[config.mk]
export PLATFORM = sky130hd
export DESIGN_NAME = bcpr_top
export DESIGN_NICKNAME = d
export VERILOG_FILES = /design/src/rtl/bcpr_pkg.sv /design/src/rtl/bcpr_top.sv
export SDC_FILE = /design/constraint.sdc
export NUM_CORES = 1
export LEC_CHECK = 0
export BUFFER_PORTS_ARGS = -buffer_cell sky130_fd_sc_hd__buf_2
export CAP_MARGIN = 15
export CORE_AREA = 2 2 258 260
export DETAILED_ROUTE_END_ITERATION = 8
export DIE_AREA = 0 0 260 262
export PLACE_DENSITY = 0.3
export SLEW_MARGIN = 20
export SYNTH_ARGS = -nofsm -noshare
export SYNTH_HDL_FRONTEND = slang
export SYNTH_SLANG_ARGS = --single-unit
[constraint.sdc]
create_clock -name ref_clk -period 5.43 [get_ports ref_clk]
set_input_delay 0.8145 -clock ref_clk [delete_from_list [all_inputs] [get_ports ref_clk]]
set_output_delay 0.8145 -clock ref_clk [all_outputs]
set_load 0.02 [all_outputs]
[src/rtl/bcpr_pkg.sv]
// Constants and carrier types for the boot config and pin routing block.
// Assumes a 125 MHz CPU clock and a 16-bit I/O port bus.
package bcpr_pkg;
  // ----------------------------------------
  // Register map
  // ----------------------------------------
  localparam logic [15:0] ROUTE_ADDR = 16'h1C00;
  localparam logic [15:0] ROUTE_RESET = 16'h0000;
  localparam logic [15:0] ROUTE_WMASK = 16'h7F3F;
  localparam int PP_SEL_LSB = 12;
  localparam int SP1_SEL_LSB = 10;
  localparam int SP0_SEL_LSB = 8;
  localparam int ADDR_SEL_LSB = 0;
  // ----------------------------------------
  // Pin counts and codes
  // ----------------------------------------
  localparam int PP_PINS = 21;
  localparam int SP_PINS = 6;
  localparam int SP_PORTS = 2;
  localparam int ADDR_PINS = 6;
  localparam logic [2:0] PP_RESERVED = 3'h7;
  localparam logic [1:0] SP_RESERVED = 2'h3;
  localparam int SP_AUD_PINS = 4;
  localparam int PERIPH_N = 8;
  localparam int IDLE_N = 8;
  localparam int IDLE_CPU_BIT = 0;
  // ----------------------------------------
  // Boot clock and settle timing
  // ----------------------------------------
  localparam logic [10:0] PLL_MULT_OSC = 11'h177;
  localparam logic [10:0] PLL_MULT_BYPASS = 11'h000;
  localparam int CLK_PERIOD_NS = 8;
  localparam int SETTLE_MS = 200;
  localparam int SETTLE_CYC = (SETTLE_MS * 1000000) / CLK_PERIOD_NS;
  // ----------------------------------------
  // Types
  // ----------------------------------------
  typedef enum logic [2:0] {
    OWN_NONE, OWN_SPI, OWN_UART, OWN_AUD2, OWN_AUD3, OWN_GPIO, OWN_CARD, OWN_AUD
  } bcpr_owner_type;
  typedef enum logic [1:0] {TGT_OTHER, TGT_FIRST_GENERAL_TIMER, TGT_CLKGEN} bcpr_target_type;
  typedef struct packed {
    logic [PP_PINS-1:0] dout;
    logic [PP_PINS-1:0] oe_b;
  } bcpr_pp_drive_type;
  typedef struct packed {
    logic [SP_PINS-1:0] dout;
    logic [SP_PINS-1:0] oe_b;
  } bcpr_sp_drive_type;
  typedef struct packed {
    logic [ADDR_PINS-1:0] dout;
    logic [ADDR_PINS-1:0] oe_b;
  } bcpr_addr_drive_type;
endpackage

[src/rtl/bcpr_top.sv]
// Boot strap capture, boot clock settings and pin routing register.
// Assumes straps are static, the I/O bus is synchronous to ref_clk,
// and peripherals present drive structs aligned to pin positions.
//
// How it works
// - Routing register sits at port address 0x1C00.
// - A write to the register changes pin routing on the next cycle.
// - Bits 14:12 pick the parallel-port mix over its 21 pins.
// - Bits 11:10 and 9:8 pick each serial port's pin owners.
// - Bits 5:0 switch each upper address pin to GPIO individually.
// - Mode bit set: that address pin acts as a GPIO.
// - Mode bit clear: the memory interface drives that address pin.
// - Fields reset to zero; bits 15, 7, 6 read as zero.
// - Clock strap low: oscillator feeds RTC and clock generator, EXTERNAL_CLOCK_INPUT ignored.
// - Clock strap high: EXTERNAL_CLOCK_INPUT feeds clock generator, oscillator only RTC.
// - Clock strap low: boot sets generator to oscillator times 375.
// - Clock strap high: boot bypasses the clock generator.
// - Boot waits 200 ms settle; boot writes never touch first_general_timer or clocks.
// - Peripheral clocks on only during query; at hand-off all off, non-CPU idle.
// - Regulator strap low: power-on monitor drives internal power good.
// - Regulator strap high: power good forced high, reset from pin only.
// - Parallel codes 0 to 6 select modes, code 7 reserved.
// - Serial port 1: 01 audio plus two GPIO, 10 six GPIO, 11 reserved.
// - Serial port 0: 00 card, 01 audio plus two GPIO, 10 GPIO, 11 reserved.
// - Bit 15 is read-only; writes do nothing.
`timescale 1ns/100ps
module bcpr_top #(
  parameter int SETTLE_COUNT = bcpr_pkg::SETTLE_CYC
) (
  input wire logic ref_clk,
  input wire logic rst_b,
  input wire logic [15:0] io_addr,
  input wire logic io_wr,
  input wire logic io_rd,
  input wire logic [15:0] io_wdata,
  output logic [15:0] io_rdata,
  output logic io_rvalid,
  input wire logic clk_sel_strap,
  input wire logic regulator_enable_strap,
  input wire logic por_monitor_ok,
  output logic strap_captured,
  output logic sysclk_from_ext,
  output logic external_clock_input_en,
  output logic rtc_from_osc,
  output logic pll_bypass,
  output logic [10:0] pll_mult,
  output logic power_good_internal,
  output logic volt_monitor_en,
  output logic reset_from_pin_only,
  output logic settle_done,
  input wire logic boot_cfg_wr,
  input wire bcpr_pkg::bcpr_target_type boot_cfg_target,
  output logic boot_cfg_wr_allow,
  input wire logic [bcpr_pkg::PERIPH_N-1:0] boot_query,
  input wire logic boot_handoff,
  output logic [bcpr_pkg::PERIPH_N-1:0] periph_clk_en,
  output logic [bcpr_pkg::IDLE_N-1:0] idle_domain_control,
  input wire bcpr_pkg::bcpr_pp_drive_type spi_pp_drv,
  input wire bcpr_pkg::bcpr_pp_drive_type uart_pp_drv,
  input wire bcpr_pkg::bcpr_pp_drive_type aud2_pp_drv,
  input wire bcpr_pkg::bcpr_pp_drive_type aud3_pp_drv,
  input wire bcpr_pkg::bcpr_pp_drive_type gpio_pp_drv,
  input wire logic [bcpr_pkg::PP_PINS-1:0] pp_pin_in,
  output logic [bcpr_pkg::PP_PINS-1:0] pp_pin_out,
  output logic [bcpr_pkg::PP_PINS-1:0] pp_pin_oe_b,
  output logic [bcpr_pkg::PP_PINS-1:0] spi_pp_in,
  output logic [bcpr_pkg::PP_PINS-1:0] uart_pp_in,
  output logic [bcpr_pkg::PP_PINS-1:0] aud2_pp_in,
  output logic [bcpr_pkg::PP_PINS-1:0] aud3_pp_in,
  output logic [bcpr_pkg::PP_PINS-1:0] gpio_pp_in,
  input wire bcpr_pkg::bcpr_sp_drive_type card_sp_drv [bcpr_pkg::SP_PORTS],
  input wire bcpr_pkg::bcpr_sp_drive_type aud_sp_drv [bcpr_pkg::SP_PORTS],
  input wire bcpr_pkg::bcpr_sp_drive_type gpio_sp_drv [bcpr_pkg::SP_PORTS],
  input wire logic [bcpr_pkg::SP_PINS-1:0] sp_pin_in [bcpr_pkg::SP_PORTS],
  output logic [bcpr_pkg::SP_PINS-1:0] sp_pin_out [bcpr_pkg::SP_PORTS],
  output logic [bcpr_pkg::SP_PINS-1:0] sp_pin_oe_b [bcpr_pkg::SP_PORTS],
  output logic [bcpr_pkg::SP_PINS-1:0] card_sp_in [bcpr_pkg::SP_PORTS],
  output logic [bcpr_pkg::SP_PINS-1:0] aud_sp_in [bcpr_pkg::SP_PORTS],
  output logic [bcpr_pkg::SP_PINS-1:0] gpio_sp_in [bcpr_pkg::SP_PORTS],
  input wire logic [bcpr_pkg::ADDR_PINS-1:0] emif_addr_out,
  input wire bcpr_pkg::bcpr_addr_drive_type gpio_addr_drv,
  input wire logic [bcpr_pkg::ADDR_PINS-1:0] addr_pin_in,
  output logic [bcpr_pkg::ADDR_PINS-1:0] ext_mem_addr_pins,
  output logic [bcpr_pkg::ADDR_PINS-1:0] addr_pin_oe_b,
  output logic [bcpr_pkg::ADDR_PINS-1:0] gpio_addr_in
);
  import bcpr_pkg::*;

  // ----------------------------------------
  // Routing register
  // ----------------------------------------
  logic [15:0] route_q;
  logic hit;
  logic [2:0] pp_sel;
  logic [1:0] sp_sel [SP_PORTS];
  logic [ADDR_PINS-1:0] addr_sel;

  assign hit = (io_addr == ROUTE_ADDR);
  assign pp_sel = route_q[PP_SEL_LSB+:3];
  assign sp_sel[0] = route_q[SP0_SEL_LSB+:2];
  assign sp_sel[1] = route_q[SP1_SEL_LSB+:2];
  assign addr_sel = route_q[ADDR_SEL_LSB+:ADDR_PINS];

  // Reserved bits never store, so readback of them is zero
  always_ff @(posedge ref_clk or negedge rst_b) begin
    if (!rst_b) begin
      route_q <= ROUTE_RESET;
    end else if (io_wr && hit) begin
      route_q <= io_wdata & ROUTE_WMASK;
    end
  end

  // Unmapped reads answer zero rather than hanging the bus
  always_ff @(posedge ref_clk or negedge rst_b) begin
    if (!rst_b) begin
      io_rdata <= 16'h0000;
      io_rvalid <= 1'b0;
    end else begin
      io_rvalid <= io_rd;
      io_rdata <= (io_rd && hit) ? route_q : 16'h0000;
    end
  end

  // ----------------------------------------
  // Strap capture
  // ----------------------------------------
  logic clk_sel_q;
  logic ldo_q;
  logic cap_q;

  // Straps are sampled once after release; a change needs a new reset
  always_ff @(posedge ref_clk or negedge rst_b) begin
    if (!rst_b) begin
      cap_q <= 1'b0;
      clk_sel_q <= 1'b0;
      ldo_q <= 1'b0;
    end else if (!cap_q) begin
      cap_q <= 1'b1;
      clk_sel_q <= clk_sel_strap;
      ldo_q <= regulator_enable_strap;
    end
  end

  assign strap_captured = cap_q;
  assign sysclk_from_ext = clk_sel_q;
  assign external_clock_input_en = clk_sel_q;
  assign rtc_from_osc = 1'b1;
  assign pll_bypass = clk_sel_q;
  assign pll_mult = clk_sel_q ? PLL_MULT_BYPASS : PLL_MULT_OSC;
  assign power_good_internal = ldo_q | por_monitor_ok;
  assign volt_monitor_en = ~ldo_q;
  assign reset_from_pin_only = ldo_q;

  // ----------------------------------------
  // Boot settle and clock housekeeping
  // ----------------------------------------
  logic [24:0] settle_q;
  logic handoff_q;
  logic [PERIPH_N-1:0] pclk_q;

  always_ff @(posedge ref_clk or negedge rst_b) begin
    if (!rst_b) begin
      settle_q <= 25'h000_0000;
    end else if (settle_q != 25'(SETTLE_COUNT)) begin
      settle_q <= settle_q + 25'h000_0001;
    end
  end
  assign settle_done = (settle_q == 25'(SETTLE_COUNT));

  // First_general_timer and clock generator stay out of reach of boot image writes
  assign boot_cfg_wr_allow = boot_cfg_wr && (boot_cfg_target == TGT_OTHER);

  always_ff @(posedge ref_clk or negedge rst_b) begin
    if (!rst_b) begin
      handoff_q <= 1'b0;
    end else if (boot_handoff) begin
      handoff_q <= 1'b1;
    end
  end

  always_ff @(posedge ref_clk or negedge rst_b) begin
    if (!rst_b) begin
      pclk_q <= '0;
    end else begin
      pclk_q <= (handoff_q || boot_handoff) ? '0 : boot_query;
    end
  end
  assign periph_clk_en = pclk_q;
  always_comb begin
    idle_domain_control = handoff_q ? '1 : '0;
    idle_domain_control[IDLE_CPU_BIT] = 1'b0;
  end

  // ----------------------------------------
  // Owner tables
  // ----------------------------------------
  function automatic bcpr_owner_type pp_owner(input logic [2:0] m, input int p);
    bcpr_owner_type o;
    o = OWN_NONE;
    case (m)
      3'h0: o = OWN_NONE;
      3'h1: o = (p < 7) ? OWN_SPI : (p < 13) ? OWN_GPIO : (p < 17) ? OWN_UART : OWN_AUD2;
      3'h2: o = (p < 8) ? OWN_GPIO : OWN_NONE;
      3'h3: o = (p < 4) ? OWN_SPI : (p < 8) ? OWN_AUD3 : OWN_NONE;
      3'h4: o = (p < 4) ? OWN_AUD2 : (p < 8) ? OWN_UART : OWN_NONE;
      3'h5: o = (p < 4) ? OWN_SPI : (p < 8) ? OWN_UART : OWN_NONE;
      3'h6: o = (p < 7) ? OWN_SPI : (p < 11) ? OWN_AUD2 : (p < 15) ? OWN_AUD3 : OWN_GPIO;
      default: o = OWN_NONE;
    endcase
    return o;
  endfunction

  function automatic bcpr_owner_type sp_owner(input logic [1:0] m, input int p);
    bcpr_owner_type o;
    o = OWN_NONE;
    case (m)
      2'h0: o = OWN_CARD;
      2'h1: o = (p < SP_AUD_PINS) ? OWN_AUD : OWN_GPIO;
      2'h2: o = OWN_GPIO;
      default: o = OWN_NONE;
    endcase
    return o;
  endfunction

  // ----------------------------------------
  // Parallel port muxing
  // ----------------------------------------
  // Muxing is combinational on the register so a write lands next cycle
  for (genvar i = 0; i < PP_PINS; i++) begin : g_pp
    bcpr_owner_type own;
    assign own = pp_owner(pp_sel, i);
    always_comb begin
      pp_pin_out[i] = 1'b0;
      pp_pin_oe_b[i] = 1'b1;
      case (own)
        OWN_SPI: begin
          pp_pin_out[i] = spi_pp_drv.dout[i];
          pp_pin_oe_b[i] = spi_pp_drv.oe_b[i];
        end
        OWN_UART: begin
          pp_pin_out[i] = uart_pp_drv.dout[i];
          pp_pin_oe_b[i] = uart_pp_drv.oe_b[i];
        end
        OWN_AUD2: begin
          pp_pin_out[i] = aud2_pp_drv.dout[i];
          pp_pin_oe_b[i] = aud2_pp_drv.oe_b[i];
        end
        OWN_AUD3: begin
          pp_pin_out[i] = aud3_pp_drv.dout[i];
          pp_pin_oe_b[i] = aud3_pp_drv.oe_b[i];
        end
        OWN_GPIO: begin
          pp_pin_out[i] = gpio_pp_drv.dout[i];
          pp_pin_oe_b[i] = gpio_pp_drv.oe_b[i];
        end
        default: begin
          pp_pin_out[i] = 1'b0;
          pp_pin_oe_b[i] = 1'b1;
        end
      endcase
    end
    assign spi_pp_in[i] = pp_pin_in[i] & (own == OWN_SPI);
    assign uart_pp_in[i] = pp_pin_in[i] & (own == OWN_UART);
    assign aud2_pp_in[i] = pp_pin_in[i] & (own == OWN_AUD2);
    assign aud3_pp_in[i] = pp_pin_in[i] & (own == OWN_AUD3);
    assign gpio_pp_in[i] = pp_pin_in[i] & (own == OWN_GPIO);
  end

  // ----------------------------------------
  // Serial port muxing
  // ----------------------------------------
  for (genvar j = 0; j < SP_PORTS; j++) begin : g_sp
    for (genvar i = 0; i < SP_PINS; i++) begin : g_pin
      bcpr_owner_type own;
      assign own = sp_owner(sp_sel[j], i);
      always_comb begin
        sp_pin_out[j][i] = 1'b0;
        sp_pin_oe_b[j][i] = 1'b1;
        case (own)
          OWN_CARD: begin
            sp_pin_out[j][i] = card_sp_drv[j].dout[i];
            sp_pin_oe_b[j][i] = card_sp_drv[j].oe_b[i];
          end
          OWN_AUD: begin
            sp_pin_out[j][i] = aud_sp_drv[j].dout[i];
            sp_pin_oe_b[j][i] = aud_sp_drv[j].oe_b[i];
          end
          OWN_GPIO: begin
            sp_pin_out[j][i] = gpio_sp_drv[j].dout[i];
            sp_pin_oe_b[j][i] = gpio_sp_drv[j].oe_b[i];
          end
          default: begin
            sp_pin_out[j][i] = 1'b0;
            sp_pin_oe_b[j][i] = 1'b1;
          end
        endcase
      end
      assign card_sp_in[j][i] = sp_pin_in[j][i] & (own == OWN_CARD);
      assign aud_sp_in[j][i] = sp_pin_in[j][i] & (own == OWN_AUD);
      assign gpio_sp_in[j][i] = sp_pin_in[j][i] & (own == OWN_GPIO);
    end
  end

  // ----------------------------------------
  // Upper address pins
  // ----------------------------------------
  for (genvar i = 0; i < ADDR_PINS; i++) begin : g_addr
    // Memory interface drives its address outputs only while the pin's mode bit is clear; set, GPIO drives the pin
    assign ext_mem_addr_pins[i] = addr_sel[i] ? gpio_addr_drv.dout[i] : emif_addr_out[i];
    assign addr_pin_oe_b[i] = addr_sel[i] ? gpio_addr_drv.oe_b[i] : 1'b0;
    assign gpio_addr_in[i] = addr_pin_in[i] & addr_sel[i];
  end

  // ----------------------------------------
  // Checks
  // ----------------------------------------
  AST_WRITE_NEXT: assert property (
    @(posedge ref_clk) disable iff (!rst_b)
    (io_wr && io_addr == ROUTE_ADDR) |=> route_q == ($past(io_wdata) & ROUTE_WMASK))
    else $error("routing write not applied next cycle");
  AST_READ_ZERO: assert property (
    @(posedge ref_clk) disable iff (!rst_b)
    io_rvalid |-> (io_rdata[15] == 1'b0 && io_rdata[7:6] == 2'b00))
    else $error("reserved routing bits read nonzero");
  AST_READBACK: assert property (
    @(posedge ref_clk) disable iff (!rst_b)
    (io_rd && io_addr == ROUTE_ADDR && !io_wr) |=> io_rvalid && io_rdata == $past(route_q))
    else $error("routing readback mismatch");
  AST_PP_RESERVED: assert property (
    @(posedge ref_clk) disable iff (!rst_b)
    (pp_sel == PP_RESERVED) |-> (&pp_pin_oe_b && gpio_pp_in == '0 && spi_pp_in == '0))
    else $error("reserved parallel code drives pins");
  AST_SP_RESERVED: assert property (
    @(posedge ref_clk) disable iff (!rst_b)
    (sp_sel[1] == SP_RESERVED) |-> &sp_pin_oe_b[1])
    else $error("reserved serial code drives pins");
  AST_SP0_CARD: assert property (
    @(posedge ref_clk) disable iff (!rst_b)
    (sp_sel[0] == 2'h0) |-> sp_pin_oe_b[0] == card_sp_drv[0].oe_b)
    else $error("serial port 0 mode 0 not card");
  AST_ADDR_EMIF: assert property (
    @(posedge ref_clk) disable iff (!rst_b)
    (!addr_sel[0]) |-> (!addr_pin_oe_b[0] && ext_mem_addr_pins[0] == emif_addr_out[0]))
    else $error("address pin lost memory interface");
  AST_ADDR_GPIO: assert property (
    @(posedge ref_clk) disable iff (!rst_b)
    (io_wr && io_addr == ROUTE_ADDR && io_wdata[5]) |=> gpio_addr_in[5] == addr_pin_in[5])
    else $error("address pin not switched to GPIO");
  AST_POWER_GOOD: assert property (
    @(posedge ref_clk) disable iff (!rst_b)
    (cap_q && ldo_q) |-> (power_good_internal && !volt_monitor_en))
    else $error("regulator strap high but power good not forced");
  AST_CLK_SRC: assert property (
    @(posedge ref_clk) disable iff (!rst_b)
    $rose(cap_q) && !$past(clk_sel_strap) |-> (pll_mult == PLL_MULT_OSC && !pll_bypass))
    else $error("oscillator boot multiplier wrong");
  AST_HANDOFF: assert property (
    @(posedge ref_clk) disable iff (!rst_b)
    boot_handoff |=> (periph_clk_en == '0 && idle_domain_control == {{(IDLE_N-1){1'b1}}, 1'b0}))
    else $error("clocks left on after hand-off");
endmodule

**Word level (Yosys, flattened, before mapping)**

Cells that the tools add are included.

- Add/sub/neg operators: 1
- Eq/ne operators: 65
- Reduce and logical (&&, ||, !) cells: 13
- Bitwise logic cells: 149
- Multiplexer cells: 94

Operators with widths:

| kind | number |
|---|---|
| $pmux W1 S5 | 42 |
| $and A1 B1 Y1 | 147 |
| $eq A3 B3 Y1 const B | 31 |
| $pmux W1 S3 | 24 |
| $eq A3 B2 Y1 const B | 18 |
| $pmux W3 S2 | 7 |
| $eq A3 B1 Y1 const B | 9 |
| $pmux W3 S3 | 3 |
| $add A25 B1 Y25 const B | 1 |
| $eq A25 B25 Y1 const B | 1 |
| $ne A25 B25 Y1 const B | 1 |
| $pmux W3 S4 | 2 |
| $eq A16 B13 Y1 const B | 1 |
| $mux W8 | 2 |
| $mux W15 | 1 |
| $mux W1 | 12 |
| $reduce_or A2 Y1 | 5 |
| $mux W9 | 1 |
| $logic_not A2 Y1 | 3 |
| $eq A2 B1 Y1 const B | 2 |
| $eq A2 B2 Y1 const B | 2 |
| $reduce_or A4 Y1 | 1 |
| $logic_and A1 B1 Y1 | 3 |
| $logic_or A1 B1 Y1 | 1 |
| 2 further kinds | 2 |

- Output and inout port bits: 279
- Register bits after elaboration: 66
- Word-level logic and storage cells: 331

**Depth between registers and ports, before layout**

Gate-level depths: netlist of the first run.

- Depth after elaboration: 5
- Mapped depth: 10
- Depth with buffers taken out: 7

**Least setup slack after synthesis of the first run**

OpenSTA, ideal clock, no wires.

- Kind: register -> output
- Start: register route_q[13]
- End: output port pp_pin_out[7] (netlist bit)
- Stages on the path, launching flop included: 9
- Path buffers: 3
- Required time: 4615 ps
- Path slack: 2501 ps
- Arrival time: 2115 ps
- Cells stage by stage: dfrtp_1 > clkbuf_1 > clkbuf_1 > clkbuf_1 > o21ai_0 > ha_1 > nor3_1 > a222oi_1 > nor2b_1

- Word-level cells in the longest chain between the ends: 5
- Elaborated cells on any way between the ends: 15
- Those cells by class: eq/ne (11); mux (2); reduce/logical (2)

Ends and longest elaborated chain:

| element | RTL line | RTL |
|---|---|---|
| start, declared | bcpr_top.sv:92 | `logic [15:0] route_q;` |
| start signal, assigned | bcpr_top.sv:109 | `route_q <= io_wdata & ROUTE_WMASK;` |
| $eq A3 B3 Y1 (tied with other cells) | bcpr_top.sv:200 | `case (m)` |
| $reduce_or A2 Y1 (no line) | - |  |
| $pmux W3 S4 * | bcpr_top.sv:200 |  |
| $eq A3 B3 Y1 (tied with other cells) | bcpr_top.sv:235 | `case (own)` |
| $pmux W1 S5 * | bcpr_top.sv:235 |  |
| end, declared | bcpr_top.sv:64 | `output logic [bcpr_pkg::PP_PINS-1:0] pp_pin_out,` |

Mark *: on every way between the ends. The rest lies on a longest branch, timed or not.

**Worst setup path in the final report of the first run**

- Start: register route_q[14]
- End: output port spi_pp_in[3] (netlist bit)

- Word-level cells in the longest chain between the ends: 5
- Elaborated cells on any way between the ends: 10
- Those cells by class: eq/ne (7); mux (1); bitwise (1); reduce/logical (1)

Ends and longest elaborated chain:

| element | RTL line | RTL |
|---|---|---|
| $eq A3 B3 Y1 (tied with other cells) | bcpr_top.sv:200 |  |
| $reduce_or A4 Y1 (no line) | - |  |
| $pmux W3 S3 * | bcpr_top.sv:200 |  |
| $eq A3 B1 Y1 * | bcpr_top.sv:262 | `assign spi_pp_in[i] = pp_pin_in[i] & (own == OWN_SPI);` |
| $and A1 B1 Y1 * | bcpr_top.sv:262 |  |
| end, declared | bcpr_top.sv:66 | `output logic [bcpr_pkg::PP_PINS-1:0] spi_pp_in,` |

Marked as above.

==> impl_metrics.json, run 1 <==
{
  "dr.pass1.iters": 5,
  "clk_pin_slew_ns": 0.06,
  "nNetsFinal": 1485,
  "final.setup.tns_ns": 0,
  "worstPathRequired_ns": 4.62,
  "grt_pass1_vias": 5857,
  "cp_top_family": "simple AND/OR/NAND/NOR gates",
  "outcome": "complete, no violations",
  "critPathBufInv": 1,
  "clock_path_buffers": 2,
  "path_cells": "nor2b_2, nand2_1, and2_1, nor2b_1, buf_2",
  "tightestPinTransition_ns": 0.785,
  "start_kind": "register",
  "synth_area_um2": 5300,
  "reg2reg_slack_ns": 3.36,
  "p_per_area_nw_per_um2": 160,
  "final_cell_area_um2": 8830,
  "via_per_inst": 3.13,
  "peakVddDrop_mv": 0.141,
  "syn-instance-count": 614,
  "drt_iter0_drc": 217,
  "place_inst": 1936,
  "slowest_stage": "dfrtp_1",
  "worstSetupPathType": "register to primary output",
  "cts_resized": 0,
  "skew_ns": 0.0120,
  "numCtsBuffers": 9,
  "period_needed_ns": 3.78,
  "fin_crit_sh": 0.696,
  "yosysTopAreaCellShare": 0.302,
  "antenna_found_initial": 2,
  "ys.flop_type": "dfrtp_1",
  "hold_class": "primary input to asynchronous set/reset pin",
  "synth.avg_cell_area_um2": 8.64,
  "grt_pass1_wl_um": 35900,
  "clkLatencyLatePin_ns": 0.36,
  "place_area_um2": 8480,
  "die_h_um": 262,
  "final_antenna_net_count": 0,
  "ys_ff_latch": 64,
  "gr-total-overflow": 0,
  "synthTopCellsByCount": "and2_1, buf_4, dfrtp_1",
  "die_w_um": 260,
  "gp_congestion": 0.731,
  "hpwl_um": 22500,
  "finalSetupViolations": 0,
  "fmax_mhz": 265,
  "ctsRootBufferMaster": "clkbuf_16",
  "critical_path.max_stage_delay_ns": 0.72,
  "cts_tree": "done",
  "holdBufCountCts": 0,
  "p_total_mw": 1.41,
  "drt-wirelength-per-cell_um": 13.9,
  "yosysUniqueCellTypes": 45,
  "yosysWarnings": 0,
  "drc_errors": 0,
  "grtUsageTotal": 0.0715,
  "finalWirelength_um": 27100,
  "reg2reg_from": "settle_q[8]",
  "stdcell_count": 1954,
  "core_area_um2": 65300,
  "floorplan.die_area_um2": 68100,
  "drive_gt1_frac": 0.517,
  "slew_violations": 0,
  "slew_headroom": 0.477,
  "h-tree-depth": 3,
  "vias": 6107,
  "r2r_cells": 4,
  "r2r-end": "settle_q[1]",
  "clock_sinks": 64,
  "cap_violations": 0,
  "yosysMostFrequentCell": "and2_1",
  "fin_hold_ws_ns": 0.385,
  "rsz0062_at_grt": "no",
  "synth_edf_count": 0,
  "grt_max_degree": 65,
  "crit_path_max_fanout": 18,
  "yosysTopAreaCell": "dfrtp_1",
  "port_buffers": 503,
  "syn2layout_area_growth_pct": 66.5,
  "cp-end-kind": "primary output",
  "finalHoldViolCount": 0,
  "synth-async-reset-ratio": 1.00,
  "synthTopCellsByArea": "dfrtp_1, and2_1, buf_4",
  "ioPinCount": 669,
  "postCtsSetupRepairBufs": 0,
  "power_leakage_nw": 4.73,
  "crit_arrival_ns": 2.96,
  "ys_seq_area_frac": 0.302,
  "initial_core_util": 0.0813,
  "rows": 94
}
==> area by class of cell <==
type | count | area [µm²]
Clock buffer | 9 | 225
Sequential cell | 64 | 1600
Tap cell | 864 | 1080
Clock inverter | 7 | 103
Fill cell | 7599 | 56400
Multi-Input combinational cell | 484 | 3180
Antenna cell | 1 | 2.50
Inverter | 15 | 56.3
Timing Repair Buffer | 510 | 2580
==> cell families after synthesis <==
| family | count (synthesis) | synth area share |
|---|---|---|
| xor+xnor | 24 | 0.0396 |
| mux | 36 | 0.0755 |
| simple gates | 243 | 0.261 |
| other cells | 2 | 0.00142 |
| flops | 64 | 0.302 |
| compound gates | 109 | 0.152 |
| buf+inv | 125 | 0.142 |
| fa+ha+maj | 11 | 0.0259 |
==> layout by cell type, fill, tap and decap left out, types with 3 or more instances in the layout <==
cell type,Yosys,layout
and3_1,28,28
o21ai_0,12,12
a21oi_1,22,22
nand2b_1,6,6
nor3_1,10,10
buf_2,1,502
a221o_1,4,4
nand3_1,10,10
nand2_1,29,29
and2_1,90,90
a221oi_1,5,5
nor4_1,9,9
inv_1,15,15
conb_1,2,61
o22ai_1,3,3
nor2_1,31,30
clkbuf_16,0,9
dfrtp_1,64,63
buf_4,75,7
xnor2_1,9,9
nand4_1,8,8
a222oi_1,9,9
a22o_1,13,13
a21o_1,8,8
mux2i_1,7,7
ha_1,11,11
a22oi_1,14,14
o221ai_1,3,3
o22a_1,16,16
nor2b_1,7,6
mux2_2,28,28
xor2_1,15,15
==> worst register-to-register path, cell delays in order (launching register included) <==
cell,delay [ns]
dfrtp_1,0.41
or4b_1,0.54
or4_4,0.44
nor3_4,0.24
mux2_4,0.32
==> flip-flops by register name, summed over array words and instances, names as in the netlist <==
signal / flops
io_rdata: 13
io_rvalid: 1
handoff_q: 1
settle_q: 25
reset_from_pin_only: 1
route_q: 13
periph_clk_en: 8
strap_captured: 1
external_clock_input_en: 1
==> metal layers <==
| layer | global-route usage | part of all wire | vias to the layer above |
|---|---|---|---|
| met4 | 0.0166 | 0.0087 | 0 |
| li1 | - | - | 2970 |
| met5 | 0 | 0 | - |
| met2 | 0.131 | 0.53 | 294 |
| met1 | 0.0812 | 0.39 | 2830 |
| met3 | 0.0215 | 0.078 | 13 |
==> worst max path at each step <==
stage	startpoint	to	slack (ns)	depth (start not counted)
4_1_cts	route_q[14]	pp_pin_out[3]	1.50	5
6_report	route_q[14]	spi_pp_in[3]	1.65	5
3_5_place_dp	route_q[14]	pp_pin_out[3]	1.93	5
5_1_grt	route_q[14]	spi_pp_in[3]	1.34	5
2_1_floorplan	route_q[13]	pp_pin_out[7]	2.50	8
3_3_place_gp	route_q[14]	spi_pp_in[2]	1.54	5
==> through the flow <==
stage	utilization	setup slack (ns)
floorplan	-	2.50
global placement	0.130	1.54
detailed placement	0.130	1.93
CTS	0.135	1.50
global route	0.135	1.34
finish	0.135	1.65
==> power by group <==
group / switching (mW) / leakage [nW] / internal [mW]
logic: 0.146 / 3.71 / 0.110
clock network: 0.268 / 0.157 / 0.407
registers: 0.00235 / 0.864 / 0.479
total: 0.416 / 4.73 / 0.996
Power figures use the tool's default switching activity.
==> run 2, diff against run 1 <==
- ABC_AREA: unset -> 1
- CORE_AREA: 2 2 258 260 -> 2 2 262 264
- DIE_AREA: 0 0 260 262 -> 0 0 264 266
- clock period: 5.43 -> 3.2 ns (I/O delays scaled with it)
==> run 2 against run 1 <==
Core utilization increased by 0.063 points. Die area up 3.1%. Sequential cell count did not move. Worst hold slack got worse by 0.25 ns.
==> impl_metrics.json, run 2 <==
{
  "rsz0062_at_grt": "no",
  "period_needed_ns": 2.76,
  "cts_tree": "done",
  "initial_core_util": 0.0835,
  "synthTopCellsByCount": "nand2_1, inv_1, nor2_1",
  "clock_path_buffers": 2,
  "synth_edf_count": 0,
  "place_inst": 2233,
  "final_antenna_net_count": 0,
  "fin_crit_sh": 0.862,
  "peakVddDrop_mv": 0.198,
  "port_buffers": 503,
  "layout_common_cells": "buf_2, nand2_1, inv_1",
  "floorplan.die_area_um2": 70200,
  "crit_path_max_fanout": 17,
  "h-tree-depth": 3,
  "yosysWarnings": 0,
  "numCtsBuffers": 9,
  "dr.pass1.iters": 5,
  "ys.flop_type": "dfrtp_1",
  "via_per_inst": 3.22,
  "skew_ns": 0.0119,
  "slew_headroom": 0.643,
  "top_regs": "settle_q (25), io_rdata (13), route_q (13)",
  "yosysTopAreaCellShare": 0.283,
  "yosysMostFrequentCell": "nand2_1",
  "holdBufCountCts": 0,
  "synth.avg_cell_area_um2": 6.42,
  "gr-total-overflow": 0,
  "die_h_um": 266,
  "top_register": "settle_q",
  "largest_register_ffs": 25,
  "yosysTopAreaCell": "dfrtp_1",
  "crit_arrival_ns": 2.28,
  "cap_violations": 0,
  "clk_pin_slew_ns": 0.06,
  "gp_congestion": 0.786,
  "vias": 7252,
  "synthTopCellsByArea": "dfrtp_1, nand2_1, buf_4",
  "ctsRootBufferMaster": "clkbuf_16",
  "final_common_cell": "buf_2",
  "die_w_um": 264,
  "post-place-ws_ns": 0.833,
  "path_cells": "nand3_4, inv_1, a22oi_1, nand3_1, buf_2",
  "start_kind": "register",
  "p_per_area_nw_per_um2": 264,
  "hpwl_um": 24400,
  "cts_resized": 0,
  "yosysUniqueCellTypes": 33,
  "outcome": "complete, no violations",
  "hold_class": "primary input to asynchronous set/reset pin",
  "drive_gt1_frac": 0.405,
  "clkLatencyLatePin_ns": 0.37,
  "nNetsFinal": 1763,
  "place_area_um2": 8880,
  "syn-instance-count": 882,
  "drt-wirelength-per-cell_um": 13.0,
  "clock_sinks": 64,
  "final_cell_area_um2": 9210,
  "timing.final.ws_setup_ns": 0.440,
  "antenna_found_initial": 7,
  "grt_pass1_vias": 6962,
  "ys_seq_area_frac": 0.283,
  "syn2layout_area_growth_pct": 62.7,
  "ys_ff_latch": 64,
  "synth_area_um2": 5660,
  "worstPathRequired_ns": 2.72,
  "grtUsageTotal": 0.0794,
  "cp_top_family": "buffers and inverters",
  "drt_iter0_drc": 276,
  "core_area_um2": 67700,
  "worstSetupPathType": "register to primary output",
  "final.setup.tns_ns": 0,
  "power_leakage_nw": 5.32,
  "finalWirelength_um": 29300,
  "stdcell_count": 2250,
  "critPathBufInv": 2,
  "grt_max_degree": 65,
  "synth-async-reset-ratio": 1.00,
  "rows": 96,
  "slew_violations": 0,
  "grt_pass1_wl_um": 41300,
  "ioPinCount": 669,
  "finalHoldViolCount": 0,
  "tightestPinTransition_ns": 0.535,
  "cp-end-kind": "primary output",
  "slowest_stage": "dfrtp_1",
  "fmax_mhz": 362,
  "critical_path.max_stage_delay_ns": 0.63,
  "postCtsSetupRepairBufs": 0,
  "finalSetupViolations": 0,
  "drc_errors": 0,
  "p_total_mw": 2.43
}
## run 2: cells by family (layout without fill, tap and decap cells)
group / Yosys count / in the layout / synth area share
buf+inv: 255 / 681 / 0.227
compound gates: 67 / 67 / 0.0792
flops: 64 / 64 / 0.283
xor+xnor: 16 / 16 / 0.0248
other cells: 2 / 62 / 0.00133
simple gates: 467 / 467 / 0.361
fa+ha+maj: 11 / 11 / 0.0243
## run 2: worst paths after layout
path,end,depth (start not counted),slack [ns],from
max,pp_pin_oe_b[4],5,0.44,route_q[13]
min,periph_clk_en[3],2,0.14,rst_b
max reg2reg,settle_q[24],8,1.44,settle_q[0]
min reg2reg,settle_q[21],2,0.49,settle_q[21]
max in group asynchronous,io_rdata[14],2,2.75,rst_b
min in group ref_clk,io_rvalid,1,0.26,io_rd
## run 2: stage by stage
| stage | utilization | hold slack [ns] |
|---|---|---|
| 2_1_floorplan | - | 0.184 |
| 3_3_place_gp | 0.131 | 0.472 |
| 4_1_cts | 0.136 | 0.111 |
| 5_1_grt | 0.136 | 0.147 |
| 3_5_place_dp | 0.131 | 0.483 |
| 6_report | 0.136 | 0.137 |
## run 2: worst reg2reg max path: stages (launching register included)
cell	delay (ns)
dfrtp_1	0.44
ha_1	0.22
nand3_1	0.19
inv_1	0.15
nand2_1	0.14
nor3_1	0.33
nand2_1	0.09
nand2_1	0.06
nand2_1	0.05
## run 2: per-layer routing
layer / routed length [µm] / share of wire / track usage / vias up
li1: - / - / - / 3537
met1: 11000 / 0.37 / 0.0846 / 3265
met2: 14800 / 0.50 / 0.142 / 400
met3: 2540 / 0.086 / 0.0251 / 42
met4: 1010 / 0.034 / 0.0372 / 8
met5: 42 / 0.0014 / 0 / -
## run 2: area by class of cell
type                            count  area, µm²
Clock buffer                        9        225
Multi-Input combinational cell    622       3000
Sequential cell                    64       1600
Tap cell                          882       1100
Clock inverter                      7        103
Fill cell                        7964      58500
Inverter                          152        571
Antenna cell                        1       2.50
Timing Repair Buffer              513       2610
## run 2: report_power, final
part	switching [mW]	internal, mW
sequential	0.00299	0.812
clock	0.486	0.692
combinational	0.263	0.178
